**src/verilog/intctl_cfg.svh**
```systemverilog
// register offsets, field positions, reset values and counts of the controller
`ifndef INTCTL_CFG_SVH
`define INTCTL_CFG_SVH

// ==========================================================
// register addresses
`define ADDR_EN_MAIN   8'ha8
`define ADDR_PRI_MAIN  8'hb8
`define ADDR_EXT_CFG   8'he4
`define ADDR_EN_EXT    8'he6
`define ADDR_PRI_EXT   8'hf6

// ==========================================================
// reset values
`define RST_EN_MAIN    8'h00
`define RST_PRI_MAIN   8'h00
`define RST_EXT_CFG    8'h00
`define RST_EN_EXT     8'h00
`define RST_PRI_EXT    8'h00

// ==========================================================
// fields
`define GLOBAL_EN_BIT  7
`define SRC_FIELD_W    6
`define EXT0_POL_BIT   3
`define EXT1_POL_BIT   7
`define EXT0_SRC       0
`define EXT1_SRC       2

// ==========================================================
// sources, vectors and timing
`define NUM_SRC        12
`define AUTO_CLR_MASK  12'h00f
`define VEC_BASE       16'h0003
`define VEC_STEP_LOG2  3
`define CALL_CYCLES    3'h4

`endif

```
**src/verilog/intctl_pkg.sv**
```systemverilog
// types shared by the interrupt controller files
package intctl_pkg;

  // ========================================================
  // register access from the core
  typedef struct packed {
    logic [7:0] addr;
    logic [7:0] wdata;
    logic       wr;
    logic       rd;
  } sfr_req_t;

  // ========================================================
  // instruction progress reported by the core
  typedef struct packed {
    logic instr_done;
    logic next_single;
    logic reti_done;
  } cpu_step_t;

  // ========================================================
  // call request towards the core
  typedef struct packed {
    logic        busy;
    logic [15:0] addr;
    logic [3:0]  src;
    logic        high;
  } call_t;

  typedef enum logic {ST_IDLE, ST_CALL} ctl_state_t;

endpackage : intctl_pkg

```
**src/verilog/pending_flags.sv**
```systemverilog
// twelve sticky pending flags with hardware and software set, software and automatic clear
`timescale 1ns/10ps
`include "intctl_cfg.svh"
module pending_flags (
  // clock and reset
  input  wire logic                 i_mclk,
  input  wire logic                 i_reset,
  // set and clear strobes
  input  wire logic [`NUM_SRC-1:0]  i_trig,
  input  wire logic [`NUM_SRC-1:0]  i_sw_set,
  input  wire logic [`NUM_SRC-1:0]  i_sw_clr,
  input  wire logic [`NUM_SRC-1:0]  i_auto_clr,
  // flags
  output logic      [`NUM_SRC-1:0]  o_pending
);

  logic [`NUM_SRC-1:0] pend_ff;
  logic [`NUM_SRC-1:0] nxt_pend;

  // ========================================================
  // one flag per source; a set in the clear cycle wins
  genvar g;
  generate
    for (g = 0; g < `NUM_SRC; g++) begin : g_flag
      always_comb begin
        if (i_trig[g] || i_sw_set[g]) begin
          nxt_pend[g] = 1'b1;
        end else if (i_sw_clr[g] || i_auto_clr[g]) begin
          nxt_pend[g] = 1'b0;
        end else begin
          nxt_pend[g] = pend_ff[g];
        end
      end
    end
  endgenerate

  always_ff @(posedge i_mclk) begin
    if (i_reset) begin
      pend_ff <= '0;
    end else begin
      pend_ff <= nxt_pend;
    end
  end

  assign o_pending = pend_ff;

endmodule : pending_flags

```
**src/verilog/prio_select.sv**
```systemverilog
// picks the winning request: high level first, then lowest source order
`timescale 1ns/10ps
`include "intctl_cfg.svh"
module prio_select (
  // requests
  input  wire logic [`NUM_SRC-1:0] i_elig,
  input  wire logic [`NUM_SRC-1:0] i_high,
  // winner
  output logic                     o_valid,
  output logic [3:0]               o_idx,
  output logic                     o_high
);

  logic [`NUM_SRC-1:0] hi_req;

  always_comb begin
    hi_req  = i_elig & i_high;
    o_valid = |i_elig;
    o_high  = |hi_req;
    o_idx   = 4'h0;
    // downward scan so the lowest order number is kept
    for (int i = `NUM_SRC - 1; i >= 0; i--) begin
      if (o_high ? hi_req[i] : i_elig[i]) begin
        o_idx = 4'(i);
      end
    end
  end

endmodule : prio_select

```
**src/verilog/intctl.sv**
```systemverilog
// interrupt controller: enables, priorities, arbitration and call sequencing
`timescale 1ns/10ps
`include "intctl_cfg.svh"

// Notes on behaviour
// - twelve sources, each set to low or high priority.
// - a valid trigger condition sets that source's pending flag.
// - enabled pending source gets a long call after current instruction.
// - return resumes where execution would have gone without the call.
// - a disabled source's flag is ignored; no call is made.
// - flags are set whether or not the source is enabled.
// - source enables count only while global enable bit 7 is one.
// - global enable zero blocks every source.
// - after a clearing instruction, a single-cycle follower may still take it.
// - after a clearing instruction, a multi-cycle follower does not take it.
// - some sources have their flag cleared when the call vectors.
// - a flag still set after return re-enters after one instruction.
// - a software flag set acts exactly like a hardware trigger.
// - main enable at 0xa8, extended enable at 0xe6.
// - main priority at 0xb8, extended priority at 0xf6.
// - high preempts low service; high service is never preempted.
// - same-cycle requests: higher level first, then fixed source order.
// - sampled each clock; fastest entry five clocks after detection.
// - pending at return: one more instruction runs before the call.
module intctl (
  // clock and reset
  input  wire logic                     i_mclk,
  input  wire logic                     i_reset,
  // register access
  input  wire intctl_pkg::sfr_req_t     i_sfr,
  output logic [7:0]                    o_sfr_rdata,
  // flag sources
  input  wire logic [`NUM_SRC-1:0]      i_periph_trig,
  input  wire logic [1:0]               i_ext_line,
  input  wire logic [`NUM_SRC-1:0]      i_pend_set,
  input  wire logic [`NUM_SRC-1:0]      i_pend_clr,
  output logic [`NUM_SRC-1:0]           o_pending,
  // core handshake
  input  wire intctl_pkg::cpu_step_t    i_step,
  output intctl_pkg::call_t             o_call,
  output logic                          o_vector_taken,
  output logic [1:0]                    o_in_service
);

  import intctl_pkg::*;

  // ========================================================
  // registers
  logic [7:0]          en_main_ff;
  logic [7:0]          pri_main_ff;
  logic [7:0]          ext_cfg_ff;
  logic [7:0]          en_ext_ff;
  logic [7:0]          pri_ext_ff;
  logic [7:0]          rdata_ff;
  logic [7:0]          nxt_en_main;
  logic [7:0]          nxt_pri_main;
  logic [7:0]          nxt_ext_cfg;
  logic [7:0]          nxt_en_ext;
  logic [7:0]          nxt_pri_ext;
  logic [7:0]          nxt_rdata;

  always_comb begin
    nxt_en_main  = en_main_ff;
    nxt_pri_main = pri_main_ff;
    nxt_ext_cfg  = ext_cfg_ff;
    nxt_en_ext   = en_ext_ff;
    nxt_pri_ext  = pri_ext_ff;
    nxt_rdata    = rdata_ff;
    if (i_sfr.wr) begin
      unique case (i_sfr.addr)
        `ADDR_EN_MAIN:  nxt_en_main  = i_sfr.wdata;
        `ADDR_EN_EXT:   nxt_en_ext   = i_sfr.wdata;
        `ADDR_PRI_MAIN: nxt_pri_main = i_sfr.wdata;
        `ADDR_PRI_EXT:  nxt_pri_ext  = i_sfr.wdata;
        `ADDR_EXT_CFG:  nxt_ext_cfg  = i_sfr.wdata;
        default: ;
      endcase
    end
    if (i_sfr.rd) begin
      unique case (i_sfr.addr)
        `ADDR_EN_MAIN:  nxt_rdata = en_main_ff;
        `ADDR_EN_EXT:   nxt_rdata = en_ext_ff;
        `ADDR_PRI_MAIN: nxt_rdata = pri_main_ff;
        `ADDR_PRI_EXT:  nxt_rdata = pri_ext_ff;
        `ADDR_EXT_CFG:  nxt_rdata = ext_cfg_ff;
        // addresses owned by other blocks read as zero here
        default:        nxt_rdata = 8'h00;
      endcase
    end
  end

  always_ff @(posedge i_mclk) begin
    if (i_reset) begin
      en_main_ff  <= `RST_EN_MAIN;
      pri_main_ff <= `RST_PRI_MAIN;
      ext_cfg_ff  <= `RST_EXT_CFG;
      en_ext_ff   <= `RST_EN_EXT;
      pri_ext_ff  <= `RST_PRI_EXT;
      rdata_ff    <= 8'h00;
    end else begin
      en_main_ff  <= nxt_en_main;
      pri_main_ff <= nxt_pri_main;
      ext_cfg_ff  <= nxt_ext_cfg;
      en_ext_ff   <= nxt_en_ext;
      pri_ext_ff  <= nxt_pri_ext;
      rdata_ff    <= nxt_rdata;
    end
  end

  assign o_sfr_rdata = rdata_ff;

  // ========================================================
  // external lines: two flops, then edge detect on polarity
  logic [1:0]          ext_meta_ff;
  logic [1:0]          ext_sync_ff;
  logic [1:0]          ext_prev_ff;
  logic [1:0]          ext_act;
  logic [1:0]          nxt_ext_prev;
  logic [`NUM_SRC-1:0] trig;

  always_comb begin
    ext_act[0] = ext_sync_ff[0] ~^ ext_cfg_ff[`EXT0_POL_BIT];
    ext_act[1] = ext_sync_ff[1] ~^ ext_cfg_ff[`EXT1_POL_BIT];
    nxt_ext_prev = ext_act;
    trig = i_periph_trig;
    trig[`EXT0_SRC] = trig[`EXT0_SRC] | (ext_act[0] & ~ext_prev_ff[0]);
    trig[`EXT1_SRC] = trig[`EXT1_SRC] | (ext_act[1] & ~ext_prev_ff[1]);
  end

  always_ff @(posedge i_mclk) begin
    if (i_reset) begin
      ext_meta_ff <= 2'h0;
      ext_sync_ff <= 2'h0;
      ext_prev_ff <= 2'h3;
    end else begin
      ext_meta_ff <= i_ext_line;
      ext_sync_ff <= ext_meta_ff;
      ext_prev_ff <= nxt_ext_prev;
    end
  end

  // ========================================================
  // pending flags
  logic [`NUM_SRC-1:0] pend;
  logic [`NUM_SRC-1:0] auto_clr;

  pending_flags u_flags (
    .i_mclk     (i_mclk),
    .i_reset    (i_reset),
    .i_trig     (trig),
    .i_sw_set   (i_pend_set),
    .i_sw_clr   (i_pend_clr),
    .i_auto_clr (auto_clr),
    .o_pending  (pend)
  );

  assign o_pending = pend;

  // ========================================================
  // eligibility and arbitration
  logic [`NUM_SRC-1:0] en_src;
  logic [`NUM_SRC-1:0] hi_src;
  logic [`NUM_SRC-1:0] elig;
  logic                in_low_ff;
  logic                in_high_ff;
  logic                win_valid;
  logic [3:0]          win_idx;
  logic                win_high;

  always_comb begin
    en_src = {en_ext_ff[`SRC_FIELD_W-1:0], en_main_ff[`SRC_FIELD_W-1:0]};
    hi_src = {pri_ext_ff[`SRC_FIELD_W-1:0],
              pri_main_ff[`SRC_FIELD_W-1:0]};
    elig = pend & en_src;
    if (!en_main_ff[`GLOBAL_EN_BIT]) begin
      elig = '0;
    end
    // a running high routine blocks all; a running low one blocks low
    if (in_high_ff) begin
      elig = '0;
    end else if (in_low_ff) begin
      elig = elig & hi_src;
    end
  end

  prio_select u_prio (
    .i_elig  (elig),
    .i_high  (hi_src),
    .o_valid (win_valid),
    .o_idx   (win_idx),
    .o_high  (win_high)
  );

  // ========================================================
  // detection stage: one clock from flag to sampled request
  logic                req_valid_ff;
  logic [3:0]          req_idx_ff;
  logic                req_high_ff;

  always_ff @(posedge i_mclk) begin
    if (i_reset) begin
      req_valid_ff <= 1'b0;
      req_idx_ff   <= 4'h0;
      req_high_ff  <= 1'b0;
    end else begin
      req_valid_ff <= win_valid;
      req_idx_ff   <= win_idx;
      req_high_ff  <= win_high;
    end
  end

  // ========================================================
  // call sequencing
  ctl_state_t          state_ff;
  ctl_state_t          nxt_state;
  logic [2:0]          cnt_ff;
  logic [2:0]          nxt_cnt;
  logic [3:0]          src_ff;
  logic [3:0]          nxt_src;
  logic                lvl_ff;
  logic                nxt_lvl;
  localparam logic [`NUM_SRC-1:0] auto_mask = `AUTO_CLR_MASK;
  logic                nxt_in_low;
  logic                nxt_in_high;
  logic                taken_ff;
  logic                nxt_taken;
  logic                take;
  logic [15:0]         vec_addr;

  always_comb begin
    // a single-cycle follower sees the request sampled before the
    // enable cleared; a multi-cycle one is qualified afresh.
    // the return boundary never calls, so one more instruction runs
    take = i_step.instr_done && req_valid_ff && !i_step.reti_done
           && (i_step.next_single || elig[req_idx_ff]);
    nxt_state   = state_ff;
    nxt_cnt     = cnt_ff;
    nxt_src     = src_ff;
    nxt_lvl     = lvl_ff;
    nxt_in_low  = in_low_ff;
    nxt_in_high = in_high_ff;
    nxt_taken   = 1'b0;
    auto_clr    = '0;
    if (i_step.reti_done) begin
      // a flag left set re-requests as soon as the level is popped
      if (in_high_ff) begin
        nxt_in_high = 1'b0;
      end else begin
        nxt_in_low = 1'b0;
      end
    end
    unique case (state_ff)
      ST_IDLE: begin
        if (take) begin
          nxt_state = ST_CALL;
          nxt_cnt   = `CALL_CYCLES - 3'h1;
          nxt_src   = req_idx_ff;
          nxt_lvl   = req_high_ff;
        end
      end
      ST_CALL: begin
        if (cnt_ff == 3'h0) begin
          nxt_state = ST_IDLE;
          nxt_taken = 1'b1;
          auto_clr[src_ff] = auto_mask[src_ff];
          if (lvl_ff) begin
            nxt_in_high = 1'b1;
          end else begin
            nxt_in_low = 1'b1;
          end
        end else begin
          nxt_cnt = cnt_ff - 3'h1;
        end
      end
    endcase
  end

  always_ff @(posedge i_mclk) begin
    if (i_reset) begin
      state_ff   <= ST_IDLE;
      cnt_ff     <= 3'h0;
      src_ff     <= 4'h0;
      lvl_ff     <= 1'b0;
      in_low_ff  <= 1'b0;
      in_high_ff <= 1'b0;
      taken_ff   <= 1'b0;
    end else begin
      state_ff   <= nxt_state;
      cnt_ff     <= nxt_cnt;
      src_ff     <= nxt_src;
      lvl_ff     <= nxt_lvl;
      in_low_ff  <= nxt_in_low;
      in_high_ff <= nxt_in_high;
      taken_ff   <= nxt_taken;
    end
  end

  // ========================================================
  // outputs
  always_comb begin
    // vector slots are eight bytes apart above the reset entry
    vec_addr = `VEC_BASE + (16'(src_ff) << `VEC_STEP_LOG2);
  end

  assign o_call.busy     = (state_ff == ST_CALL);
  assign o_call.addr     = vec_addr;
  assign o_call.src      = src_ff;
  assign o_call.high     = lvl_ff;
  assign o_vector_taken  = taken_ff;
  assign o_in_service    = {in_high_ff, in_low_ff};

endmodule : intctl

```
**config.mk**
```make
export PLATFORM = sky130hd
export DESIGN_NAME = intctl
export DESIGN_NICKNAME = d
export VERILOG_FILES = /design/src/verilog/intctl_pkg.sv /design/src/verilog/pending_flags.sv /design/src/verilog/prio_select.sv /design/src/verilog/intctl.sv
export VERILOG_INCLUDE_DIRS = /design/src /design/src/verilog
export SDC_FILE = /design/constraint.sdc
export NUM_CORES = 1
export LEC_CHECK = 0
export BUFFER_PORTS_ARGS = -buffer_cell sky130_fd_sc_hd__buf_2
export CORE_ASPECT_RATIO = 0.75
export CORE_UTILIZATION = 55
export CTS_BUF_LIST = sky130_fd_sc_hd__clkbuf_8
export CTS_CLUSTER_DIAMETER = 100
export DETAILED_ROUTE_END_ITERATION = 7
export HOLD_SLACK_MARGIN = 0.02
export PLACE_DENSITY = 0.82
export SLEW_MARGIN = 20
export SYNTH_ARGS = -nofsm -noshare
export SYNTH_HDL_FRONTEND = slang
export SYNTH_SLANG_ARGS = --single-unit
```
**constraint.sdc**
```tcl
create_clock -name i_mclk -period 3.1 [get_ports i_mclk]
set_clock_uncertainty 0.2 [all_clocks]
set_input_delay 0.31 -clock i_mclk [delete_from_list [all_inputs] [get_ports i_mclk]]
set_output_delay 0.31 -clock i_mclk [all_outputs]
set_load 0.03 [all_outputs]
```
Word-level counts from Yosys, hierarchy flattened:

Memories as Yosys holds them, arrays and structs flattened. A register that Yosys moved wholly into a read port is not among the register bits.
Cells that the tools add are included.

* equality and inequality tests: 7
* reduce and logical (&&, ||, !) cells: 57
* $lt $le $gt $ge: 3
* add/sub/neg operators: 2
* bitwise logic cells: 13
* multiplexer cells: 76

Operators by type and width (number)
* $mux W12: 5
* $mux W1: 52
* $and A12 B12 Y12: 4
* $eq A8 B8 Y1 const B: 5
* $pmux W8 S5: 1
* $logic_or A1 B1 Y1: 25
* $mux W4: 6
* $reduce_bool A2 Y1: 12
* $reduce_or A12 Y1: 2
* $mux W3: 6
* $reduce_and A2 Y1: 7
* $lt A4 B5 Y1 const B: 2
* $reduce_or A9 Y1: 1
* $add A2 B7 Y8 const A: 1
* $pmux W3 S2: 1
* $reduce_or A5 Y1: 1
* $bmux W1 S4: 1
* $demux W1 S4: 1
* $ge A4 B1 Y1 const B: 1
* $logic_and A1 B1 Y1: 4
* $mux W2: 2
* $ne A2 B2 Y1 const B: 2
* $reduce_or A2 Y1: 2
* $logic_not A3 Y1: 1
* other kinds (8): 13

* bits of input ports: 61
* ROM bits: 16
* output and inout bits: 45
* logic and storage cells: 193
* memories kept: 1
* register bits: 84

Memories
* (name not given): depth 16, width 1, rd ports 1, clocked after Yosys merged registers in 1, wr ports 0, RTL line intctl.sv:265 `auto_clr[src_ff] = auto_mask[src_ff];`

Logic depth before layout (Yosys ltp):

Gate-level depths: netlist of run 1.

* depth in word-level cells: 19
* gate-level depth with buffers: 8
* depth with buffers taken out: 8

By module:

A second synthesis of run 1 with hierarchy kept.

* cell total of the unflattened synthesis: 508
* area, all modules: 4366.7 sq um

By module, submodules not included
* intctl: sequential area each 1461.4 sq um, instances 1, cells an instance 395, area each 3437.0 sq um
* prio_select: sequential area each 0.0 sq um, instances 1, cells an instance 64, area each 474.2 sq um
* pending_flags: sequential area each 240.2 sq um, instances 1, cells an instance 49, area each 455.4 sq um

Worst setup path after synthesis of run 1:

No wires, ideal clock.

* path kind: in2reg
* start: in i_sfr[11] in the netlist's numbering
* end: reg en_main_ff[0]
* data required time: 2.772 ns
* stages: 7
* data arrival time: 1.986 ns
* path buffers: 2
* setup time: 0.128 ns
* setup slack: 0.786 ns
* cell sequence: or4b_1 > or3_1 > buf_2 > or3b_1 > buf_4 > mux2i_1 > nor2_1

* cells in the longest elaborated chain, start to end: 2

RTL lines
* from (decl): RTL line intctl.sv:30 `input wire intctl_pkg::sfr_req_t i_sfr,`
* $eq A8 B8 Y1: RTL line intctl.sv:70 `unique case (i_sfr.addr)`
* $reduce_and A2 Y1 (no source line)
* to (signal assigned): RTL line intctl.sv:94 `` en_main_ff <= `RST_EN_MAIN; ``
* to (signal assigned): RTL line intctl.sv:101 `en_main_ff <= nxt_en_main;`
* to (decl): RTL line intctl.sv:49 `logic [7:0] en_main_ff;`

No other way between the ends.
A chain may end at the register's enable or synchronous reset.

Worst setup path after layout of run 1:

* start: reg in_high_ff
* end: reg src_ff[3]

* cells in the longest elaborated chain, start to end: 6

RTL lines
* from (decl): RTL line intctl.sv:165 `logic in_high_ff;`
* from (signal assigned): RTL line intctl.sv:293 `in_high_ff <= nxt_in_high;`
* $mux W12: RTL line intctl.sv:179 `if (in_high_ff) begin`
* $bmux W1 S4: RTL line intctl.sv:235 `&& (i_step.next_single || elig[req_idx_ff]);`
* $mux W1 (implied by the code): RTL line intctl.sv:235
* $logic_or A1 B1 Y1: RTL line intctl.sv:235
* $logic_and A1 B1 Y1: RTL line intctl.sv:235
* $reduce_and A2 Y1 (no source line)
* to (signal assigned): RTL line intctl.sv:290 `src_ff <= nxt_src;`
* to (decl): RTL line intctl.sv:218 `logic [3:0] src_ff;`

No other way between the ends. The select of a mux whose other input is x is not followed.

==> results.toml, run 1 <==
[status]
status = "completed"

[power]
p_sw_mw = 0.547
power_leakage_nw = 2.31
p_int_mw = 1.58
seqPwrFrac = 0.531
switching_share = 0.257
power_mw = 2.13
power_frac_comb = 0.107
peakVddDrop_v = 0.000269
power_density_nw_per_um2 = 412
clock_power_share = 0.362

[global_route]
busiest_layer = "met2"
met1_usage = 0.414
grt_pass1_wl_mm = 20.5
grt_pass1_vias = 4035
met3_usage = 0.0789
grt_max_degree = 53
use_met2 = 0.539
antenna_found_initial = 0
grt-ovfl-total = 0
gr-usage-all-layers = 0.326

[cts]
cts_tree = "done"
cts_num_sinks = 85
htree_levels = 3
clock-root-buffer = "clkbuf_8"
holdBufCountCts = 27
clockBufferDepth = 2
post_cts_resized = 0
cts_made_buffers = 9
clk_pin_slew_ns = 0.08
worstSkewPairLatency_ns = 0.37
postCtsSetupBuffers = 0

[synth]
synth-seq-cells = 85
yosysSeqAreaShare = 0.397
synthCells = 511
ys.flop_type = "dfxtp_1"
synthArstFlopShare = 0
synth_area_sq_um = 4290
avgSynthCellArea_sq_um = 8.40
synthDistinctLibCells = 48
synth-edff-count = 0
yosys_warnings = 0

[placement]
io_buffers = 93
dp_hpwl_mm = 8.78
place_congestion = 0.952

[detailed_routing]
wl_per_cell_um = 17.8
num_vias = 4237
wl_mm = 12.8
postRouteAntennaNets = 0
vias_per_cell = 5.87
drt_iter0_drc = 334
firstDrtPassIters = 5
drc = 0

[die]
core_area_sq_um = 7430
start_util = 0.577
chipWidth_um = 104
rows = 27
die_h_um = 78.5
ios = 106
dieArea_sq_um = 8160

[timing]
finalCriticalPeriod_ns = 2.91
slew_headroom = 0.444
fin_crit_sh = 0.938
hold_viol = 0
worst_pin_slew_ns = 0.824
max_freq_mhz = 344
fin_tns_setup_ns = 0
rsz0062_at_grt = "no"
setup_viol = 0
hold-worst-slack_ns = 0.0356
slew_violations = 0

[critical_path]
worstPathRequired_ns = 3.14
cpPeakStageDelay_ns = 0.54
crit_type = "reg2reg"
worstPathArrival_ns = 2.95
rrSetupSlack_ns = 0.19
worstPathCellList = "nand2b_1, nor3_1, mux4_2, mux2i_1, o32ai_4, mux2i_1, nor2_1"
critPathMaxFanout = 11
crit_slowest_cell = "nor3_1"
crit_path_end_kind = "flop"
path_common_cell = "mux2i_1"
start_kind = "flop"

[min_path]
hold_class = "in2reg"

[cells_and_area]
drive_gt1_frac = 0.196
fin_nets = 680
final_util = 0.696
syn2layout_area_growth_pct = 20.5
num_antenna_cells = 0

[flow_run]
maxCapViolations = 0
## layer usage
metal / wire, um / vias up
li1: - / 1973
met1: 5380 / 2006
met2: 5890 / 223
met3: 1260 / 35
met4: 321 / 0
met5: 0 / -
## kinds of logic after synthesis
group / Yosys count / share of synthesized area
simple gates: 223 / 0.255
compound gates: 91 / 0.130
flops: 85 / 0.397
mux: 57 / 0.143
buf+inv: 49 / 0.0641
fa+ha+maj: 2 / 0.00583
other cells: 2 / 0.00175
xor+xnor: 2 / 0.00408
## placed cells by master, fill, tap and decap left out, types with 23 or more instances in the layout
cell type      synthesis  routed
buf_2                  4      93
nand3_1               24      24
dfxtp_1               85      85
o21ai_0               23      23
mux2i_1               54      54
a21oi_1               36      36
nor2b_1               24      24
nand2_1               36      36
nor2_1                77      77
dlygate4sd3_1          0      27
## registers in the layout, indices dropped and copies added, names as in the netlist, 3 cells and up, named ones only
name,cells
cnt_ff,3
en_ext_ff,8
en_main_ff,8
ext_cfg_ff,8
o_sfr_rdata,8
pri_ext_ff,8
pri_main_ff,8
req_idx_ff,4
src_ff,4
u_flags.o_pending,12
## Yosys cell counts (all sizes together), types with 2 or more instances
| cell type | count | area share |
|---|---|---|
| dfxtp | 85 | 0.40 |
| nor2 | 78 | 0.069 |
| mux2i | 54 | 0.13 |
| a21oi | 36 | 0.042 |
| nand2 | 36 | 0.031 |
| buf | 26 | 0.044 |
| nand3 | 24 | 0.028 |
| nor2b | 24 | 0.035 |
| o21ai | 23 | 0.027 |
| nor3 | 22 | 0.030 |
| clkbuf | 12 | 0.010 |
| inv | 11 | 0.0096 |
| nand2b | 11 | 0.016 |
| o211ai | 8 | 0.014 |
| o21a | 5 | 0.0087 |
| and3 | 4 | 0.0058 |
| nand4 | 4 | 0.0058 |
| a211oi | 3 | 0.0052 |
| a31oi | 3 | 0.0044 |
| and2 | 3 | 0.0044 |
| mux4 | 3 | 0.017 |
| nand3b | 3 | 0.0052 |
| nor4 | 3 | 0.0044 |
| or2 | 3 | 0.0044 |
| conb | 2 | 0.0017 |
| ha | 2 | 0.0058 |
| nand4b | 2 | 0.0041 |
| nor3b | 2 | 0.0035 |
| o21bai | 2 | 0.0035 |
| o311ai | 2 | 0.0041 |
| o31ai | 2 | 0.0035 |
| xor2 | 2 | 0.0041 |
## worst paths after layout
kind / start / end / cells after the start
setup / recovery: in_high_ff / src_ff[3] / 7
hold / removal: i_pend_set[2] / u_flags.o_pending[2] / 3
setup reg to reg: in_high_ff / src_ff[3] / 7
hold reg to reg: ext_meta_ff[0] / ext_sync_ff[0] / 1
## power by group through the flow
stage	registers [mW]	clock network [mW]	logic [mW]
6_report	1.13	0.772	0.228
5_1_grt	1.13	0.823	0.241
4_1_cts	1.13	0.780	0.219
3_5_place_dp	1.16	0	0.192
3_3_place_gp	1.16	0	0.188
2_1_floorplan	1.18	0	0.0924
## final cells by class
cell class,count,area [sq um]
Tap cell,101,126
Timing Repair Buffer,123,758
Sequential cell,85,1700
Clock inverter,5,52.6
Inverter,11,41.3
Multi-Input combinational cell,387,2350
Clock buffer,10,138
Fill cell,601,2260
## metrics by stage
step	setup slack [ns]	std cells	area, sq um
2_1_floorplan	0.786	521	4330
3_3_place_gp	0.418	680	4710
3_5_place_dp	0.255	680	4710
4_1_cts	0.210	722	5170
5_1_grt	0.000758	722	5170
6_report	0.192	722	5170
## worst max-delay path, delay by kind of cell (launching register included)
kind | cells | cell delay, ns
multiplexers | 3 | 0.71
flip-flops | 1 | 0.37
AND/OR/NAND/NOR | 3 | 0.99
AO/OA/AOI/OAI | 1 | 0.51
(Power assumes the default switching activity.)
==> inputs of run 2 (changes only) <==
- RECOVER_POWER: default -> 100
==> run 2 against run 1 <==
Via count barely moved. Utilization shrank 0.74 points. Register-to-register slack about the same. Setup slack worse by 0.00089 ns. Clock power hardly changed. Sequential cell count unchanged. Critical path type unchanged. Critical endpoint unchanged.
==> results.toml, run 2 (synthesis gave the netlist of run 1 again) <==
[critical_path]
path_delay_family = "simple AND/OR/NAND/NOR gates"
r2r-end = "src_ff[3]"
rrSetupSlack_ns = 0.19
worstPathCellList = "nand2b_1, nor3_1, mux4_2, mux2i_1, o32ai_4, mux2i_1, nor2_1"
worst-path-stages = 7
crit_type = "reg2reg"
endpoint = "src_ff[3]"
crit_slowest_cell = "nor3_1"
start_kind = "flop"
worstPathRequired_ns = 3.14
crit_path_end_kind = "flop"
critPathMaxFanout = 11
critPathLaunch = "in_high_ff"
path_buf_inv = 0
path_common_cell = "mux2i_1"
reg2reg_depth = 7
cpPeakStageDelay_ns = 0.54
r2r-start = "in_high_ff"
worstPathArrival_ns = 2.95

[cells_and_area]
layout_commonest_cell = "dfxtp_1"
drive_gt1_frac = 0.137
nFillCells = 624
instances_no_fill = 722
fin_nets = 680
final_area_sq_um = 5110
most-common-layout-cells = "dfxtp_1 (85), nor2_1 (78), buf_2 (59)"
largest_reg_flops = 12
num_antenna_cells = 0
syn2layout_area_growth_pct = 19.2

[cts]
clock-root-buffer = "clkbuf_8"
htree_levels = 3
cts_tree = "done"
cts_num_sinks = 85
clockBufferDepth = 2
worstSkewPairLatency_ns = 0.37
post_cts_resized = 0
clk_pin_slew_ns = 0.08
cts_made_buffers = 9

[timing]
rsz0062_at_grt = "no"
max_freq_mhz = 344
setup_viol = 0
finalCriticalPeriod_ns = 2.91
fin_crit_sh = 0.938
slew_violations = 0
fin_tns_setup_ns = 0
slew_headroom = 0.314
hold_viol = 0
worst_pin_slew_ns = 1.03

[global_route]
grt-ovfl-total = 0
grt_max_degree = 53
antenna_found_initial = 0
gr-usage-all-layers = 0.326
grt_pass1_vias = 4035
grt_pass1_wl_mm = 20.5

[detailed_routing]
drc = 0
drt_iter0_drc = 314
wl_mm = 12.8
firstDrtPassIters = 5
postRouteAntennaNets = 0
vias_per_cell = 5.86
wl_per_cell_um = 17.8
num_vias = 4233

[die]
dieArea_sq_um = 8160
rows = 27
start_util = 0.577
chipWidth_um = 104
die_h_um = 78.5
core_area_sq_um = 7430
ios = 106

[placement]
place_congestion = 0.952
dpl-instance-area_sq_um = 4710
dp_hpwl_mm = 8.78
io_buffers = 93
placed_cells = 680

[power]
peakVddDrop_v = 0.000268
power_density_nw_per_um2 = 416
power_leakage_nw = 2.17
power_mw = 2.13

[flow_run]
maxCapViolations = 0

[status]
status = "completed"

[min_path]
hold_start = "i_pend_set[2]"
hold_class = "in2reg"
hold_path_depth = 3
==> run 2: cell types whose count changed in the layout (fill, tap and decap cells not counted), moves of 2 or more <==
cell and delta:
and2_0 +2, and2_1 -2, buf_2 -34, buf_4 -3, clkbuf_1 +36
==> run 2: worst min-delay path: cells and delay by family <==
kind | cells | cell delay, ns
compound gates | 1 | 0.12
buf+inv | 1 | 0.08
simple gates | 1 | 0.04
==> run 2: final cells by class <==
| class | instances | area, sq um | area share |
|---|---|---|---|
| tap | 101 | 126 | 0.0247 |
| inverter | 11 | 41.3 | 0.00807 |
| multi-input combinational | 387 | 2350 | 0.459 |
| clock inverter | 5 | 52.6 | 0.0103 |
| timing repair buffer | 123 | 706 | 0.138 |
| clock buffer | 10 | 138 | 0.0269 |
| sequential | 85 | 1700 | 0.333 |
==> run 2: what timing repair did <==
action                    4_1_cts  5_1_grt
buffers inserted                0        0
hold endpoints to repair       13        0
hold buffers                   27        0
==> run 2: worst min-delay path by stage <==
stage | endpoint | slack [ns]
4_1_cts | u_flags.o_pending[10] | 0.02
3_5_place_dp | ext_sync_ff[1] | 0.24
2_1_floorplan | ext_sync_ff[0] | 0.21
6_report | u_flags.o_pending[2] | 0.04
3_3_place_gp | ext_sync_ff[0] | 0.23
5_1_grt | u_flags.o_pending[2] | 0.04
==> run 2: metrics by stage <==
| step | hold WS (ns) | util | worst slack (ns) |
|---|---|---|---|
| floorplan | 0.214 | - | 0.786 |
| global placement | 0.232 | 0.634 | 0.418 |
| detailed placement | 0.243 | 0.634 | 0.255 |
| CTS | 0.0225 | 0.696 | 0.210 |
| global route | 0.0435 | 0.688 | 0.000821 |
| finish | 0.0373 | 0.688 | 0.191 |
==> run 2: per-layer routing <==
layer,routed length (um),up-vias,track usage
met2,5870,232,0.539
met1,5340,1991,0.414
met5,0,-,0
met3,1270,37,0.0789
met4,341,0,0.124
li1,-,1973,-
==> run 2: report_power, final <==
| group | total (mW) | switching, mW | internal [mW] |
|---|---|---|---|
| Clock | 0.772 | 0.386 | 0.386 |
| Sequential | 1.13 | 0.0223 | 1.11 |
| Combinational | 0.223 | 0.140 | 0.0828 |
| Total | 2.13 | 0.549 | 1.58 |
==> inputs of run 3 (changes only) <==
- MAX_ROUTING_LAYER: default -> met4
==> run 3 against run 2 <==
Register-to-register slack improved by 0.08 ns. Worst hold slack got worse by 0.0022 ns. Non-clock buffer count up 2. Fmax is 2.9% higher.
==> results.toml, run 3 (synthesis gave the netlist of run 1 again) <==
[status]
status = "completed"

[timing]
hold_viol = 0
worst_pin_slew_ns = 0.894
finalCriticalPeriod_ns = 2.83
fin_crit_sh = 0.912
setup_viol = 0
max_freq_mhz = 354
fin_tns_setup_ns = 0
rsz0062_at_grt = "no"
slew_headroom = 0.402
slew_violations = 0

[cts]
clock-root-buffer = "clkbuf_8"
cts_num_sinks = 85
cts_made_buffers = 9
clockBufferDepth = 2
postCtsSetupBuffers = 0
cts_tree = "done"
worstSkewPairLatency_ns = 0.37
htree_levels = 3
clk_pin_slew_ns = 0.09

[detailed_routing]
num_vias = 4248
drc = 0
wl_mm = 12.5
postRouteAntennaNets = 0
drt_iter0_drc = 416
vias_per_cell = 5.86
firstDrtPassIters = 5
wl_per_cell_um = 17.2

[power]
peakVddDrop_v = 0.000285
clock_power_share = 0.369
power_frac_comb = 0.104
p_int_mw = 1.57
seqPwrFrac = 0.528
power_leakage_nw = 2.17
p_sw_mw = 0.577
switching_share = 0.269
power_density_nw_per_um2 = 417

[min_path]
hold_class = "in2reg"

[critical_path]
critPathMaxFanout = 11
worstPathRequired_ns = 3.13
crit_type = "reg2reg"
worstPathArrival_ns = 2.86
crit_path_end_kind = "flop"
start_kind = "flop"

[die]
rows = 27
core_area_sq_um = 7430
dieArea_sq_um = 8160
start_util = 0.577
ios = 106
die_h_um = 78.5
chipWidth_um = 104

[global_route]
grt_max_degree = 75
gr-usage-all-layers = 0.319
antenna_found_initial = 0
grt-ovfl-total = 0
grt_pass1_vias = 4148
grt_pass1_wl_mm = 19.8

[cells_and_area]
num_antenna_cells = 0
fin_nets = 682
syn2layout_area_growth_pct = 20.0
final_area_sq_um = 5150
largest_reg_flops = 12
layout_commonest_cell = "dfxtp_1"
most-common-layout-cells = "dfxtp_1 (85), nor2_1 (78), buf_2 (59)"
drive_gt1_frac = 0.139
nFillCells = 580

[placement]
dpl-instance-area_sq_um = 4710
dp_hpwl_mm = 8.62
place_congestion = 0.975
io_buffers = 93

[flow_run]
maxCapViolations = 0
## run 3: area by class of cell
type	count	area [sq um]	share of cell area
timing repair buffer	125	728	0.141
inverter	11	41.3	0.00802
multi-input combinational	387	2350	0.457
clock inverter	7	73.8	0.0143
clock buffer	9	124	0.0241
tap	101	126	0.0245
sequential	85	1700	0.330
## run 3: worst paths after layout
kind | start | end | slack, ns | cells past startpoint
worst max-delay path | in_high_ff | src_ff[3] | 0.27 | 7
worst min-delay path | i_pend_clr[5] | u_flags.o_pending[5] | 0.04 | 4
worst max register to register | in_high_ff | src_ff[3] | 0.27 | 7
worst min register to register | ext_meta_ff[1] | ext_sync_ff[1] | 0.25 | 1
## run 3: worst max-delay path, stage by stage (launching register included)
cell and delay, ns:
dfxtp_1 0.38, nand2b_1 0.41, nor3_1 0.47, mux4_2 0.31, mux2i_1 0.11, o32ai_4 0.49
mux2i_1 0.26, nor2_1 0.06
## run 3: timing repair
action                                  in CTS  in global routing
endpoints found under the setup margin       0                  8
hold buffers                                29                  0
gates resized for setup                      0                  1
endpoints found under the hold margin       14                  0
## run 3: power groups by stage
stage / Combinational [mW] / Sequential (mW) / Clock (mW)
2_1_floorplan: 0.0924 / 1.18 / 0
3_3_place_gp: 0.187 / 1.16 / 0
3_5_place_dp: 0.191 / 1.16 / 0
4_1_cts: 0.220 / 1.13 / 0.803
5_1_grt: 0.237 / 1.13 / 0.842
6_report: 0.222 / 1.13 / 0.792
## run 3: per-stage QoR
step / power [mW] / hold WS (ns) / setup WS (ns) / std cells / utilization
after floorplan: 1.27 / 0.214 / 0.786 / 521 / -
after global placement: 1.34 / 0.223 / 0.413 / 680 / 0.634
after detailed placement: 1.35 / 0.227 / 0.218 / 680 / 0.634
after CTS: 2.15 / 0.0244 / 0.194 / 725 / 0.699
after global routing: 2.21 / 0.0291 / 0.0254 / 725 / 0.693
final: 2.15 / 0.0351 / 0.272 / 725 / 0.693
## run 3: routing by layer
metal	routed length, um	track usage	part of all wire
met1	5270	0.385	0.42
met2	5680	0.515	0.45
met3	1280	0.0880	0.10
met4	261	0.119	0.021
met5	0	-	0
